**src/hw/cip_pkg.sv**
```systemverilog
// constants, tables and types of the counter and interrupt priority block
package cip_pkg;
  localparam int WORD_W = 15;
  localparam int CNT_NUM = 8;
  localparam int CNT_AW = 3;
  localparam int PEND_W = 2 * CNT_NUM;
  localparam int PEND_IW = 4;
  localparam int IRQ_NUM = 4;
  localparam int IRQ_IW = 2;
  localparam int PIN_IRQ_NUM = 2;
  localparam int PC_W = 12;

  // real-time base: oscillator edges per time quantum
  localparam int OSC_KHZ = 2048;
  localparam int TIME_QUANTUM_NS = 312500;
  localparam int OSC_PER_TICK = OSC_KHZ * TIME_QUANTUM_NS / 1000000;
  localparam int DIV_W = 10;
  localparam logic [DIV_W-1:0] DIV_LAST = DIV_W'(OSC_PER_TICK - 1);

  // one memory cycle is a read clock and a write clock
  localparam int MCT_CLKS = 2;
  localparam int ENTRY_MCT = 3;
  localparam int ENTRY_CLKS = ENTRY_MCT * MCT_CLKS;
  localparam logic [2:0] PH_PC = 3'(MCT_CLKS - 1);
  localparam logic [2:0] PH_BUF = 3'(2 * MCT_CLKS - 1);
  localparam logic [2:0] PH_VEC = 3'(ENTRY_CLKS - 2);
  localparam logic [2:0] PH_JUMP = 3'(ENTRY_CLKS - 1);

  // one's-complement landmarks
  localparam logic [WORD_W-1:0] POS_ZERO = 15'h0000;
  localparam logic [WORD_W-1:0] POS_ONE = 15'h0001;
  localparam logic [WORD_W-1:0] POS_MAX = 15'h3FFF;
  localparam logic [WORD_W-1:0] NEG_MAX = 15'h4000;
  localparam logic [WORD_W-1:0] NEG_ONE = 15'h7FFE;
  localparam logic [WORD_W-1:0] NEG_ZERO = 15'h7FFF;
  localparam logic [WORD_W-1:0] WORD_RESET = 15'h0000;

  typedef enum logic [1:0] {KIND_ONES, KIND_DIM, KIND_SHIFT, KIND_ENC} cip_kind_e;
  // two bits per counter, counter 0 in the low bits: 7,6 encoder, 5 shift, 4 dim, 3..0 ones
  localparam logic [2*CNT_NUM-1:0] CNT_KIND_MAP = 16'hF900;
  // counter 0 (time low) overflows into counter 1 (time high)
  localparam logic [CNT_NUM-1:0] CHAIN_MAP = 8'h01;
  localparam logic [CNT_AW-1:0] TIME_LOW_CTR = 3'h0;
  // counters 2 and 3 are program timers raising sources 0 and 1
  localparam logic [CNT_NUM-1:0] TIMER_MAP = 8'h0C;
  localparam logic [CNT_AW-1:0] TIMER_CTR_BASE = 3'h2;
  localparam logic [IRQ_IW-1:0] PIN_IRQ_BASE = 2'h2;
  localparam logic [PC_W-1:0] IRQ_VEC_BASE = 12'h400;
  localparam logic [PC_W-1:0] IRQ_VEC_STRIDE = 12'h004;

  typedef enum logic [2:0] {
    OP_PLUS, OP_MINUS, OP_DIM, OP_SHIFT0, OP_SHIFT1, OP_ENC_PLUS, OP_ENC_MINUS
  } cip_op_e;

  typedef enum logic [1:0] {ST_RUN, ST_CNT_RD, ST_CNT_WR, ST_ENTRY} cip_state_e;

  typedef struct packed {
    logic instrDone;
    logic resumeDone;
    logic irqInhibit;
    logic [PC_W-1:0] pc;
    logic [WORD_W-1:0] nextBuf;
  } cip_seq_in_s;

  typedef struct packed {
    logic rd;
    logic wr;
    logic [CNT_AW-1:0] addr;
    logic [WORD_W-1:0] wdata;
  } cip_prog_req_s;

  typedef struct packed {
    logic nextGo;
    logic busy;
    logic entryValid;
    logic [PC_W-1:0] vectorPc;
    logic [PC_W-1:0] savedPc;
    logic [WORD_W-1:0] savedBuf;
  } cip_seq_out_s;

  typedef struct packed {
    cip_state_e state;
    logic [2:0] phase;
    logic oscS1;
    logic oscS2;
    logic oscPrev;
    logic [CNT_NUM-1:0] upS1;
    logic [CNT_NUM-1:0] upS2;
    logic [CNT_NUM-1:0] upPrev;
    logic [CNT_NUM-1:0] dnS1;
    logic [CNT_NUM-1:0] dnS2;
    logic [CNT_NUM-1:0] dnPrev;
    logic [PIN_IRQ_NUM-1:0] rpS1;
    logic [PIN_IRQ_NUM-1:0] rpS2;
    logic [PIN_IRQ_NUM-1:0] rpPrev;
    logic [DIV_W-1:0] divCount;
    logic [PEND_W-1:0] cntPend;
    logic [IRQ_NUM-1:0] irqPend;
    logic irqActive;
    logic [PEND_IW-1:0] srvSel;
    logic [IRQ_IW-1:0] irqSel;
    logic entryValid;
    logic [PC_W-1:0] vectorPc;
    logic [PC_W-1:0] savedPc;
    logic [WORD_W-1:0] savedBuf;
  } cip_regs_s;

  localparam cip_regs_s REGS_RESET = '0;
endpackage : cip_pkg

```
**src/hw/cip_counter_interrupt.sv**
```systemverilog
// counter stepping and program interrupt priority between instructions
// Overview of operation
// RL1: an oscillator divider chain steps the time counters every 312 us.
// RL2: program timer counters raise an interrupt when they overflow.
// RL3: every external step request is latched and held until serviced.
// RL4: at an instruction end with nothing pending the next starts at once.
// RL5: a counter service is one read-modify-write cycle at its own word.
// RL6: all pending counter services run back to back before the next fetch.
// RL7: an overflow of one counter becomes a step request of another.
// RL8: the steps are add one, add minus one, reduce magnitude, shift in 0 or 1.
// RL9: encoder counters step up or down modulo two to the fifteenth.
// RL10: an interrupt is taken between instructions and jumps to a per-source vector.
// RL11: interrupt entry takes three memory cycles saving pc and next buffer.
// RL12: no interrupt nests; requests wait until the resume.
// RL13: simultaneous requests are served in fixed low-index-first order.
// RL14: counter services go before a pending interrupt.
`timescale 1ns/1ns
module cip_counter_interrupt (
  input wire logic core_clk,
  input wire logic reset_n,
  input wire logic oscPin,
  input wire logic [cip_pkg::CNT_NUM-1:0] countUpPin,
  input wire logic [cip_pkg::CNT_NUM-1:0] countDownPin,
  input wire logic [cip_pkg::PIN_IRQ_NUM-1:0] irqPin,
  input wire cip_pkg::cip_seq_in_s seqIn,
  input wire cip_pkg::cip_prog_req_s progReq,
  output cip_pkg::cip_seq_out_s seqOut,
  output logic [cip_pkg::WORD_W-1:0] progRdata
);
  cip_pkg::cip_regs_s r;
  cip_pkg::cip_regs_s next_r;
  logic memRd;
  logic memWr;
  logic [cip_pkg::CNT_AW-1:0] memAddr;
  logic [cip_pkg::WORD_W-1:0] memWdata;
  logic [cip_pkg::WORD_W-1:0] memRdata;
  logic nextGo;
  logic tick;
  logic oscRise;
  logic [cip_pkg::CNT_NUM-1:0] upRise;
  logic [cip_pkg::CNT_NUM-1:0] dnRise;
  logic [cip_pkg::PIN_IRQ_NUM-1:0] rpRise;
  logic [cip_pkg::PEND_W-1:0] pendSet;
  logic [cip_pkg::PEND_W-1:0] pendClr;
  logic [cip_pkg::PEND_W-1:0] cntAll;
  logic [cip_pkg::IRQ_NUM-1:0] irqSet;
  logic [cip_pkg::IRQ_NUM-1:0] irqClr;
  logic [cip_pkg::IRQ_NUM-1:0] irqAll;
  logic [cip_pkg::IRQ_IW-1:0] irqFirst;
  logic activeAfter;
  logic takeIrq;
  logic boundary;
  logic [cip_pkg::CNT_AW-1:0] srvCtr;
  logic srvDown;
  cip_pkg::cip_kind_e srvKind;
  cip_pkg::cip_op_e srvOp;
  logic [cip_pkg::WORD_W-1:0] srvResult;
  logic ovfPlus;

  function automatic logic [cip_pkg::PEND_IW-1:0] firstPend(
    input logic [cip_pkg::PEND_W-1:0] pend
  );
    logic [cip_pkg::PEND_IW-1:0] idx;
    idx = '0;
    for (int i = cip_pkg::PEND_W - 1; i >= 0; i--) begin
      if (pend[i]) begin
        idx = cip_pkg::PEND_IW'(i);
      end
    end
    return idx;
  endfunction : firstPend

  function automatic logic [cip_pkg::IRQ_IW-1:0] firstIrq(
    input logic [cip_pkg::IRQ_NUM-1:0] pend
  );
    logic [cip_pkg::IRQ_IW-1:0] idx;
    idx = '0;
    for (int i = cip_pkg::IRQ_NUM - 1; i >= 0; i--) begin
      if (pend[i]) begin
        idx = cip_pkg::IRQ_IW'(i);
      end
    end
    return idx;
  endfunction : firstIrq

  cip_word_mem u_mem (
    .core_clk(core_clk),
    .reset_n(reset_n),
    .rdEn(memRd),
    .wrEn(memWr),
    .addr(memAddr),
    .wdata(memWdata),
    .rdata(memRdata)
  );

  // step arithmetic on the word read in the first half of the cycle
  always_comb begin
    srvCtr = r.srvSel[cip_pkg::CNT_AW-1:0];
    srvDown = r.srvSel[cip_pkg::PEND_IW-1];
    srvKind = cip_pkg::cip_kind_e'(cip_pkg::CNT_KIND_MAP[{srvCtr, 1'b0} +: 2]);
    case (srvKind)
      cip_pkg::KIND_ONES: srvOp = srvDown ? cip_pkg::OP_MINUS : cip_pkg::OP_PLUS;
      cip_pkg::KIND_DIM: srvOp = cip_pkg::OP_DIM;
      cip_pkg::KIND_SHIFT: srvOp = srvDown ? cip_pkg::OP_SHIFT0 : cip_pkg::OP_SHIFT1;
      default: srvOp = srvDown ? cip_pkg::OP_ENC_MINUS : cip_pkg::OP_ENC_PLUS;
    endcase
    ovfPlus = 1'b0;
    case (srvOp)
      cip_pkg::OP_PLUS: begin // [RL8]
        if (memRdata == cip_pkg::POS_MAX) begin
          srvResult = cip_pkg::POS_ZERO;
          ovfPlus = 1'b1;
        end else if (memRdata == cip_pkg::NEG_ZERO) begin
          srvResult = cip_pkg::POS_ONE;
        end else begin
          srvResult = memRdata + 15'h0001;
        end
      end
      cip_pkg::OP_MINUS: begin // [RL8]
        if (memRdata == cip_pkg::NEG_MAX) begin
          srvResult = cip_pkg::NEG_ZERO;
        end else if (memRdata == cip_pkg::POS_ZERO) begin
          srvResult = cip_pkg::NEG_ONE;
        end else begin
          srvResult = memRdata - 15'h0001;
        end
      end
      cip_pkg::OP_DIM: begin // [RL8]
        if (memRdata == cip_pkg::POS_ZERO || memRdata == cip_pkg::NEG_ZERO) begin
          srvResult = memRdata;
        end else if (memRdata[cip_pkg::WORD_W-1]) begin
          srvResult = memRdata + 15'h0001;
        end else begin
          srvResult = memRdata - 15'h0001;
        end
      end
      cip_pkg::OP_SHIFT0: srvResult = {memRdata[cip_pkg::WORD_W-2:0], 1'b0}; // [RL8]
      cip_pkg::OP_SHIFT1: srvResult = {memRdata[cip_pkg::WORD_W-2:0], 1'b1}; // [RL8]
      // plain binary wrap, no end-around carry
      cip_pkg::OP_ENC_PLUS: srvResult = memRdata + 15'h0001; // [RL9]
      cip_pkg::OP_ENC_MINUS: srvResult = memRdata - 15'h0001; // [RL9]
      default: srvResult = memRdata;
    endcase
  end

  always_comb begin
    next_r = r;
    next_r.entryValid = 1'b0;
    nextGo = 1'b0;
    memRd = 1'b0;
    memWr = 1'b0;
    memAddr = progReq.addr;
    memWdata = progReq.wdata;
    tick = 1'b0;
    // pins pass two flops; edges are seen on the second stage only
    next_r.oscS1 = oscPin;
    next_r.oscS2 = r.oscS1;
    next_r.oscPrev = r.oscS2;
    next_r.upS1 = countUpPin;
    next_r.upS2 = r.upS1;
    next_r.upPrev = r.upS2;
    next_r.dnS1 = countDownPin;
    next_r.dnS2 = r.dnS1;
    next_r.dnPrev = r.dnS2;
    next_r.rpS1 = irqPin;
    next_r.rpS2 = r.rpS1;
    next_r.rpPrev = r.rpS2;
    oscRise = r.oscS2 & ~r.oscPrev;
    upRise = r.upS2 & ~r.upPrev;
    dnRise = r.dnS2 & ~r.dnPrev;
    rpRise = r.rpS2 & ~r.rpPrev;
    if (oscRise) begin // [RL1]
      if (r.divCount == cip_pkg::DIV_LAST) begin
        next_r.divCount = '0;
        tick = 1'b1;
      end else begin
        next_r.divCount = r.divCount + 10'h001;
      end
    end
    // set beats clear so a request arriving during its own service survives
    pendSet = {dnRise, upRise}; // [RL3]
    if (tick) begin
      pendSet[cip_pkg::TIME_LOW_CTR] = 1'b1; // [RL1]
    end
    if (r.state == cip_pkg::ST_CNT_WR && ovfPlus && cip_pkg::CHAIN_MAP[srvCtr]) begin
      pendSet[{1'b0, srvCtr} + 4'h1] = 1'b1; // [RL7]
    end
    pendClr = '0;
    if (r.state == cip_pkg::ST_CNT_WR) begin
      pendClr[r.srvSel] = 1'b1; // [RL3]
    end
    cntAll = (r.cntPend & ~pendClr) | pendSet;
    irqSet = '0;
    irqSet[cip_pkg::PIN_IRQ_BASE +: cip_pkg::PIN_IRQ_NUM] = rpRise;
    if (r.state == cip_pkg::ST_CNT_WR && ovfPlus && cip_pkg::TIMER_MAP[srvCtr]) begin
      irqSet[cip_pkg::IRQ_IW'(srvCtr - cip_pkg::TIMER_CTR_BASE)] = 1'b1; // [RL2]
    end
    irqAll = r.irqPend | irqSet;
    irqFirst = firstIrq(irqAll); // [RL13]
    activeAfter = r.irqActive & ~seqIn.resumeDone;
    takeIrq = (|irqAll) & ~activeAfter & ~seqIn.irqInhibit; // [RL12]
    boundary = (r.state == cip_pkg::ST_RUN && seqIn.instrDone)
      || r.state == cip_pkg::ST_CNT_WR;
    irqClr = '0;
    next_r.irqActive = activeAfter;
    case (r.state)
      cip_pkg::ST_RUN: begin
        memRd = progReq.rd;
        memWr = progReq.wr;
      end
      cip_pkg::ST_CNT_RD: begin
        memRd = 1'b1; // [RL5]
        memAddr = srvCtr;
        next_r.state = cip_pkg::ST_CNT_WR;
      end
      cip_pkg::ST_CNT_WR: begin
        memWr = 1'b1; // [RL5]
        memAddr = srvCtr;
        memWdata = srvResult;
      end
      cip_pkg::ST_ENTRY: begin
        next_r.phase = r.phase + 3'h1;
        if (r.phase == cip_pkg::PH_PC) begin
          next_r.savedPc = seqIn.pc; // [RL11]
        end
        if (r.phase == cip_pkg::PH_BUF) begin
          next_r.savedBuf = seqIn.nextBuf; // [RL11]
        end
        if (r.phase == cip_pkg::PH_VEC) begin
          // one vector per source
          next_r.vectorPc = cip_pkg::IRQ_VEC_BASE
            + cip_pkg::PC_W'(r.irqSel) * cip_pkg::IRQ_VEC_STRIDE; // [RL10]
          next_r.entryValid = 1'b1;
        end
        if (r.phase == cip_pkg::PH_JUMP) begin
          nextGo = 1'b1; // [RL11]
          next_r.state = cip_pkg::ST_RUN;
        end
      end
      default: next_r.state = cip_pkg::ST_RUN;
    endcase
    if (boundary) begin
      if (|cntAll) begin
        // counters first; costs program time in step with counter load
        next_r.state = cip_pkg::ST_CNT_RD; // [RL6] [RL14]
        next_r.srvSel = firstPend(cntAll); // [RL13]
      end else if (takeIrq) begin
        next_r.state = cip_pkg::ST_ENTRY; // [RL10]
        next_r.phase = '0;
        next_r.irqSel = irqFirst;
        next_r.irqActive = 1'b1; // [RL12]
        irqClr[irqFirst] = 1'b1;
      end else begin
        nextGo = 1'b1; // [RL4]
        next_r.state = cip_pkg::ST_RUN;
      end
    end
    next_r.cntPend = cntAll;
    next_r.irqPend = (r.irqPend & ~irqClr) | irqSet;
  end

  always_ff @(posedge core_clk or negedge reset_n) begin
    if (!reset_n) begin
      r <= cip_pkg::REGS_RESET;
    end else begin
      r <= next_r;
    end
  end

  assign seqOut.nextGo = nextGo;
  assign seqOut.busy = (r.state != cip_pkg::ST_RUN);
  assign seqOut.entryValid = r.entryValid;
  assign seqOut.vectorPc = r.vectorPc;
  assign seqOut.savedPc = r.savedPc;
  assign seqOut.savedBuf = r.savedBuf;
  assign progRdata = memRdata;
endmodule : cip_counter_interrupt

```
**src/hw/cip_word_mem.sv**
```systemverilog
// erasable counter words with a registered read port
`timescale 1ns/1ns
module cip_word_mem (
  input wire logic core_clk,
  input wire logic reset_n,
  input wire logic rdEn,
  input wire logic wrEn,
  input wire logic [cip_pkg::CNT_AW-1:0] addr,
  input wire logic [cip_pkg::WORD_W-1:0] wdata,
  output logic [cip_pkg::WORD_W-1:0] rdata
);
  logic [cip_pkg::WORD_W-1:0] words [cip_pkg::CNT_NUM];

  // no reset on the array: contents are program-loaded
  always_ff @(posedge core_clk) begin
    if (wrEn) begin
      words[addr] <= wdata;
    end
  end

  always_ff @(posedge core_clk or negedge reset_n) begin
    if (!reset_n) begin
      rdata <= cip_pkg::WORD_RESET;
    end else if (rdEn) begin
      rdata <= words[addr];
    end
  end
endmodule : cip_word_mem

```
**config.mk**
```make
export PLATFORM = sky130hd
export DESIGN_NAME = cip_counter_interrupt
export DESIGN_NICKNAME = d
export VERILOG_FILES = /design/src/hw/cip_pkg.sv /design/src/hw/cip_counter_interrupt.sv /design/src/hw/cip_word_mem.sv
export SDC_FILE = /design/constraint.sdc
export NUM_CORES = 1
export LEC_CHECK = 0
export BUFFER_PORTS_ARGS = -buffer_cell sky130_fd_sc_hd__buf_4
export CORE_AREA = 3 3 234 179
export CTS_BUF_LIST = sky130_fd_sc_hd__clkbuf_2 sky130_fd_sc_hd__clkbuf_4 sky130_fd_sc_hd__clkbuf_8
export CTS_CLUSTER_DIAMETER = 100
export DETAILED_ROUTE_END_ITERATION = 7
export DIE_AREA = 0 0 237 182
export GPL_TIMING_DRIVEN = 0
export HOLD_SLACK_MARGIN = 0.05
export PLACE_DENSITY_LB_ADDON = 0.12
export SYNTH_ARGS = -nofsm -noshare
export SYNTH_HDL_FRONTEND = slang
export SYNTH_HIERARCHICAL = 1
export SYNTH_SLANG_ARGS = --single-unit
```
**constraint.sdc**
```tcl
create_clock -name core_clk -period 3.8 [get_ports core_clk]
set_input_delay 0.57 -clock core_clk [delete_from_list [all_inputs] [get_ports core_clk]]
set_output_delay 0.57 -clock core_clk [all_outputs]
set_load 0.02 [all_outputs]
```
==> impl_metrics.yaml <==
status:
  outcome: "finished, violations left"
  violations: "setup timing"
yosys:
  yosysWarnings: 6
  syn_inst: 960
  ys_async_sr_fraction: 0.547
  synthFlopType: "dfrtp_1"
  synth_top_area_cell: "dfrtp_1"
  synth.top_cell.area_share: 0.306
  synth_cell_type_count: 70
  synth_edf_count: 120
  ys_ff_latch: 265
  synth_area_leaders: "dfrtp_1 31%, edfxtp_1 30%, mux2i_1 5.6%"
  seq_area_frac_synth: 0.611
  syn-mean-instance-area_um2: 12.3
  syn_area_mm2: 0.0118
global_route:
  met3_usage: 0.0299
  grt_pass1_wl_um: 50500
  antenna_found_initial: 1
  overflow: 0
  top_usage_layer: "met2"
  met1_usage: 0.224
  track_usage: 0.153
  grt_max_degree: 82
  grt.met2_usage: 0.228
  first_global_vias: 8407
cts:
  htreeDepth: 2
  cts.sinks: 265
  cts_root_buf: "clkbuf_8"
  cts-buffers-inserted: 45
  ctsLongestPathBuffers: 3
  path_clk_slew_ps: 60
  clk_latency_ps: 570
  cts_tree: "done"
pwr:
  finalPower_mw: 12.3
  leakage_nw: 5.86
  powerDensity_mw_per_mm2: 825
  ir_worst_vdd_mv: 0.435
timing:
  setup_viol_count_final: 1
  hold_violations: 0
  rsz0062_at_grt: "yes"
  worst_slack_ps: -420
  fmax_mhz: 237
  tns_ps: -420
  drv_slew: 0
  slew_headroom: 0.301
  finalClockSkew_ps: 31.1
  timing.hold.ws_ps: 107
  finalCritPeriodShare: 1.11
  worst_slew_pin_slew_ps: 1040
  final.min_clock_period_ps: 4220
worst_setup_path:
  r2r-end: "u_mem/words[7][12]$_DFFE_PP_"
  r2r_cells: 7
  crit_end: "seqOut[41]"
  path_class: "register to output port"
  crit_path_max_incr_delay_ps: 550
  worstPathMaxFanout: 4
  cp-end-kind: "output port"
  startpoint: "r[137]$_DFFE_PN0P_"
  critPathRequiredTime_ps: 3230
  path_cells: "inv_2, ha_4, or3b_4, o21ai_2, o21ai_2, or4_4, or4_4, or4_4, nand2_2, buf_6"
  r2r-start: "u_mem/rdata[6]$_DFFE_PN0P_"
  crit_top_cell: "or4_4"
  worstSetupStartpointType: "register"
  reg2reg_setup_slack_ps: 140
  arrival_ps: 3650
  slowest_stage: "or4_4"
detailed_routing:
  wire_per_inst_um: 19.3
  drt_first_pass_iters: 5
  drc: 0
  route.antenna.remaining_nets: 0
  vias: 8148
  drt_iter0_drc: 629
  finalWirelength_um: 33000
  viasPerCell: 4.76
placement:
  place.gp.congestion: 0.870
  numPortBuffers: 118
  dpl.hpwl_um: 23200
  post_dp_cell_area_mm2: 0.0136
finish:
  syn_to_final_growth_pct: 25.6
  design_area_mm2: 0.0149
  final_util: 0.377
  drive_gt1_frac: 0.299
  final_nets: 1240
die:
  chipHeight_um: 182
  start_util: 0.300
  core_area_mm2: 0.0395
  num_rows: 63
  dieWidth_um: 237
  ios: 128
  die_area_mm2: 0.0431
min_path:
  hold_start: "countDownPin[1]"
  min-delay-path-class: "input port to register"
run:
  cap_viol_max_count: 0
## registers in the layout (all words and copies together), names as in the netlist
signal       count
next_r          38
seqOut          31
r               61
u_mem/rdata     15
u_mem/words    120
## stage by stage
step                      std cells  setup WS [ps]
after floorplan                 968            136
final                          1713           -420
after detailed placement       1617           -609
after CTS                      1706           -537
after global placement         1606          -1520
after global routing           1713           -545
## layout by cell type, fill, tap and decap left out, types with 5 or more instances in the layout
master	instances
o211ai_1	5
a21o_1	5
clkbuf_1	37
clkbuf_4	15
nand2b_1	17
o21ai_2	9
dfrtp_1	143
a21oi_1	30
buf_8	5
a211oi_1	5
clkinv_1	5
clkbuf_8	55
nor3_1	16
a31oi_1	22
conb_1	9
mux2_2	37
ha_1	10
or2_2	5
xnor2_1	19
nor2_2	6
nor2b_1	8
o21ai_0	30
xor2_1	13
nand4_1	7
nor2_1	68
inv_1	33
o22a_1	30
and3_1	8
buf_4	178
buf_6	7
edfxtp_1	120
mux2i_1	66
a22oi_1	5
a221oi_1	5
nand2_1	46
nand3_1	19
## cell usage after synthesis, drive strengths merged, types with 3 or more instances
master	instances
nor3	20
clkbuf	40
mux2i	66
inv	34
o21a	3
xor2	13
a21oi	32
or4	6
o211ai	5
or3	3
or2	6
nor2	74
nand4	7
a21boi	4
nor2b	8
nand3	19
o22ai	4
a21o	5
o31a	3
o22a	30
mux2	38
nor4	4
nor3b	3
and3	8
o21ai	41
a41oi	3
nand2	47
a22oi	5
nand2b	17
xnor2	19
a31oi	25
edfxtp	120
dfrtp	145
a211oi	5
buf	54
nand3b	3
ha	11
a221oi	5
## layer usage
metal,routed length [µm],part of all wire,vias to the layer above
met3,1560,0.047,42
met4,634,0.019,0
met5,0,0,-
met2,14500,0.44,210
met1,16300,0.49,4058
li1,-,-,3838
## where the power goes
part           internal [mW]  leakage, nW  total, mW  switching, mW
clock network           1.66        0.529       2.79           1.13
logic                   2.17         2.59       5.34           3.17
registers               3.77         2.74       4.13          0.357
total                   7.60         5.86       12.3           4.67
## worst min-delay path by stage
stage	endpoint	depth (start not counted)
after floorplan	next_r[107]$_DFF_PN0_	0
after global placement	next_r[86]$_DFF_PN0_	0
after detailed placement	next_r[114]$_DFF_PN0_	0
after CTS	next_r[118]$_DFF_PN0_	1
after global routing	next_r[117]$_DFF_PN0_	1
final	next_r[92]$_DFF_PN0_	1
## final cells by class
type | count | area [µm²]
Clock inverter | 11 | 129
Antenna cell | 1 | 2.50
Multi-Input combinational cell | 574 | 4080
Timing Repair Buffer | 145 | 1220
Sequential cell | 265 | 7230
Clock buffer | 70 | 870
Buffer | 92 | 553
Tap cell | 520 | 651
Fill cell | 3818 | 24600
Inverter | 35 | 131
## critical path: cells and delay by family, from the launching register on
family                     cells  cell delay [ps]
and+or+nand+nor                5             2090
DFF                            1              400
AOI/OAI and AO/OA              2              240
buffers and inverters          2              210
adders and majority gates      1              150
## what timing repair did
| action | in CTS | in global routing |
|---|---|---|
| buffers inserted | 8 | 7 |
| setup endpoints to repair | 90 | 90 |
| pin swaps | 7 | 11 |
| hold buffers | 1 | 0 |
| resized for setup | 25 | 14 |
| endpoints found under the hold margin | 64 | 0 |
## kinds of logic after synthesis
family                     after synthesis  synth area share
AOI/OAI and AO/OA                      188             0.108
adders and majority gates               11            0.0116
muxes                                  104            0.0919
and+or+nand+nor                        230            0.0951
buffers and inverters                  129            0.0587
DFF                                    265             0.611
other                                    1          0.000317
xor gates and xnor gates                32            0.0237
Note: power is estimated with default switching activity, not from simulation.
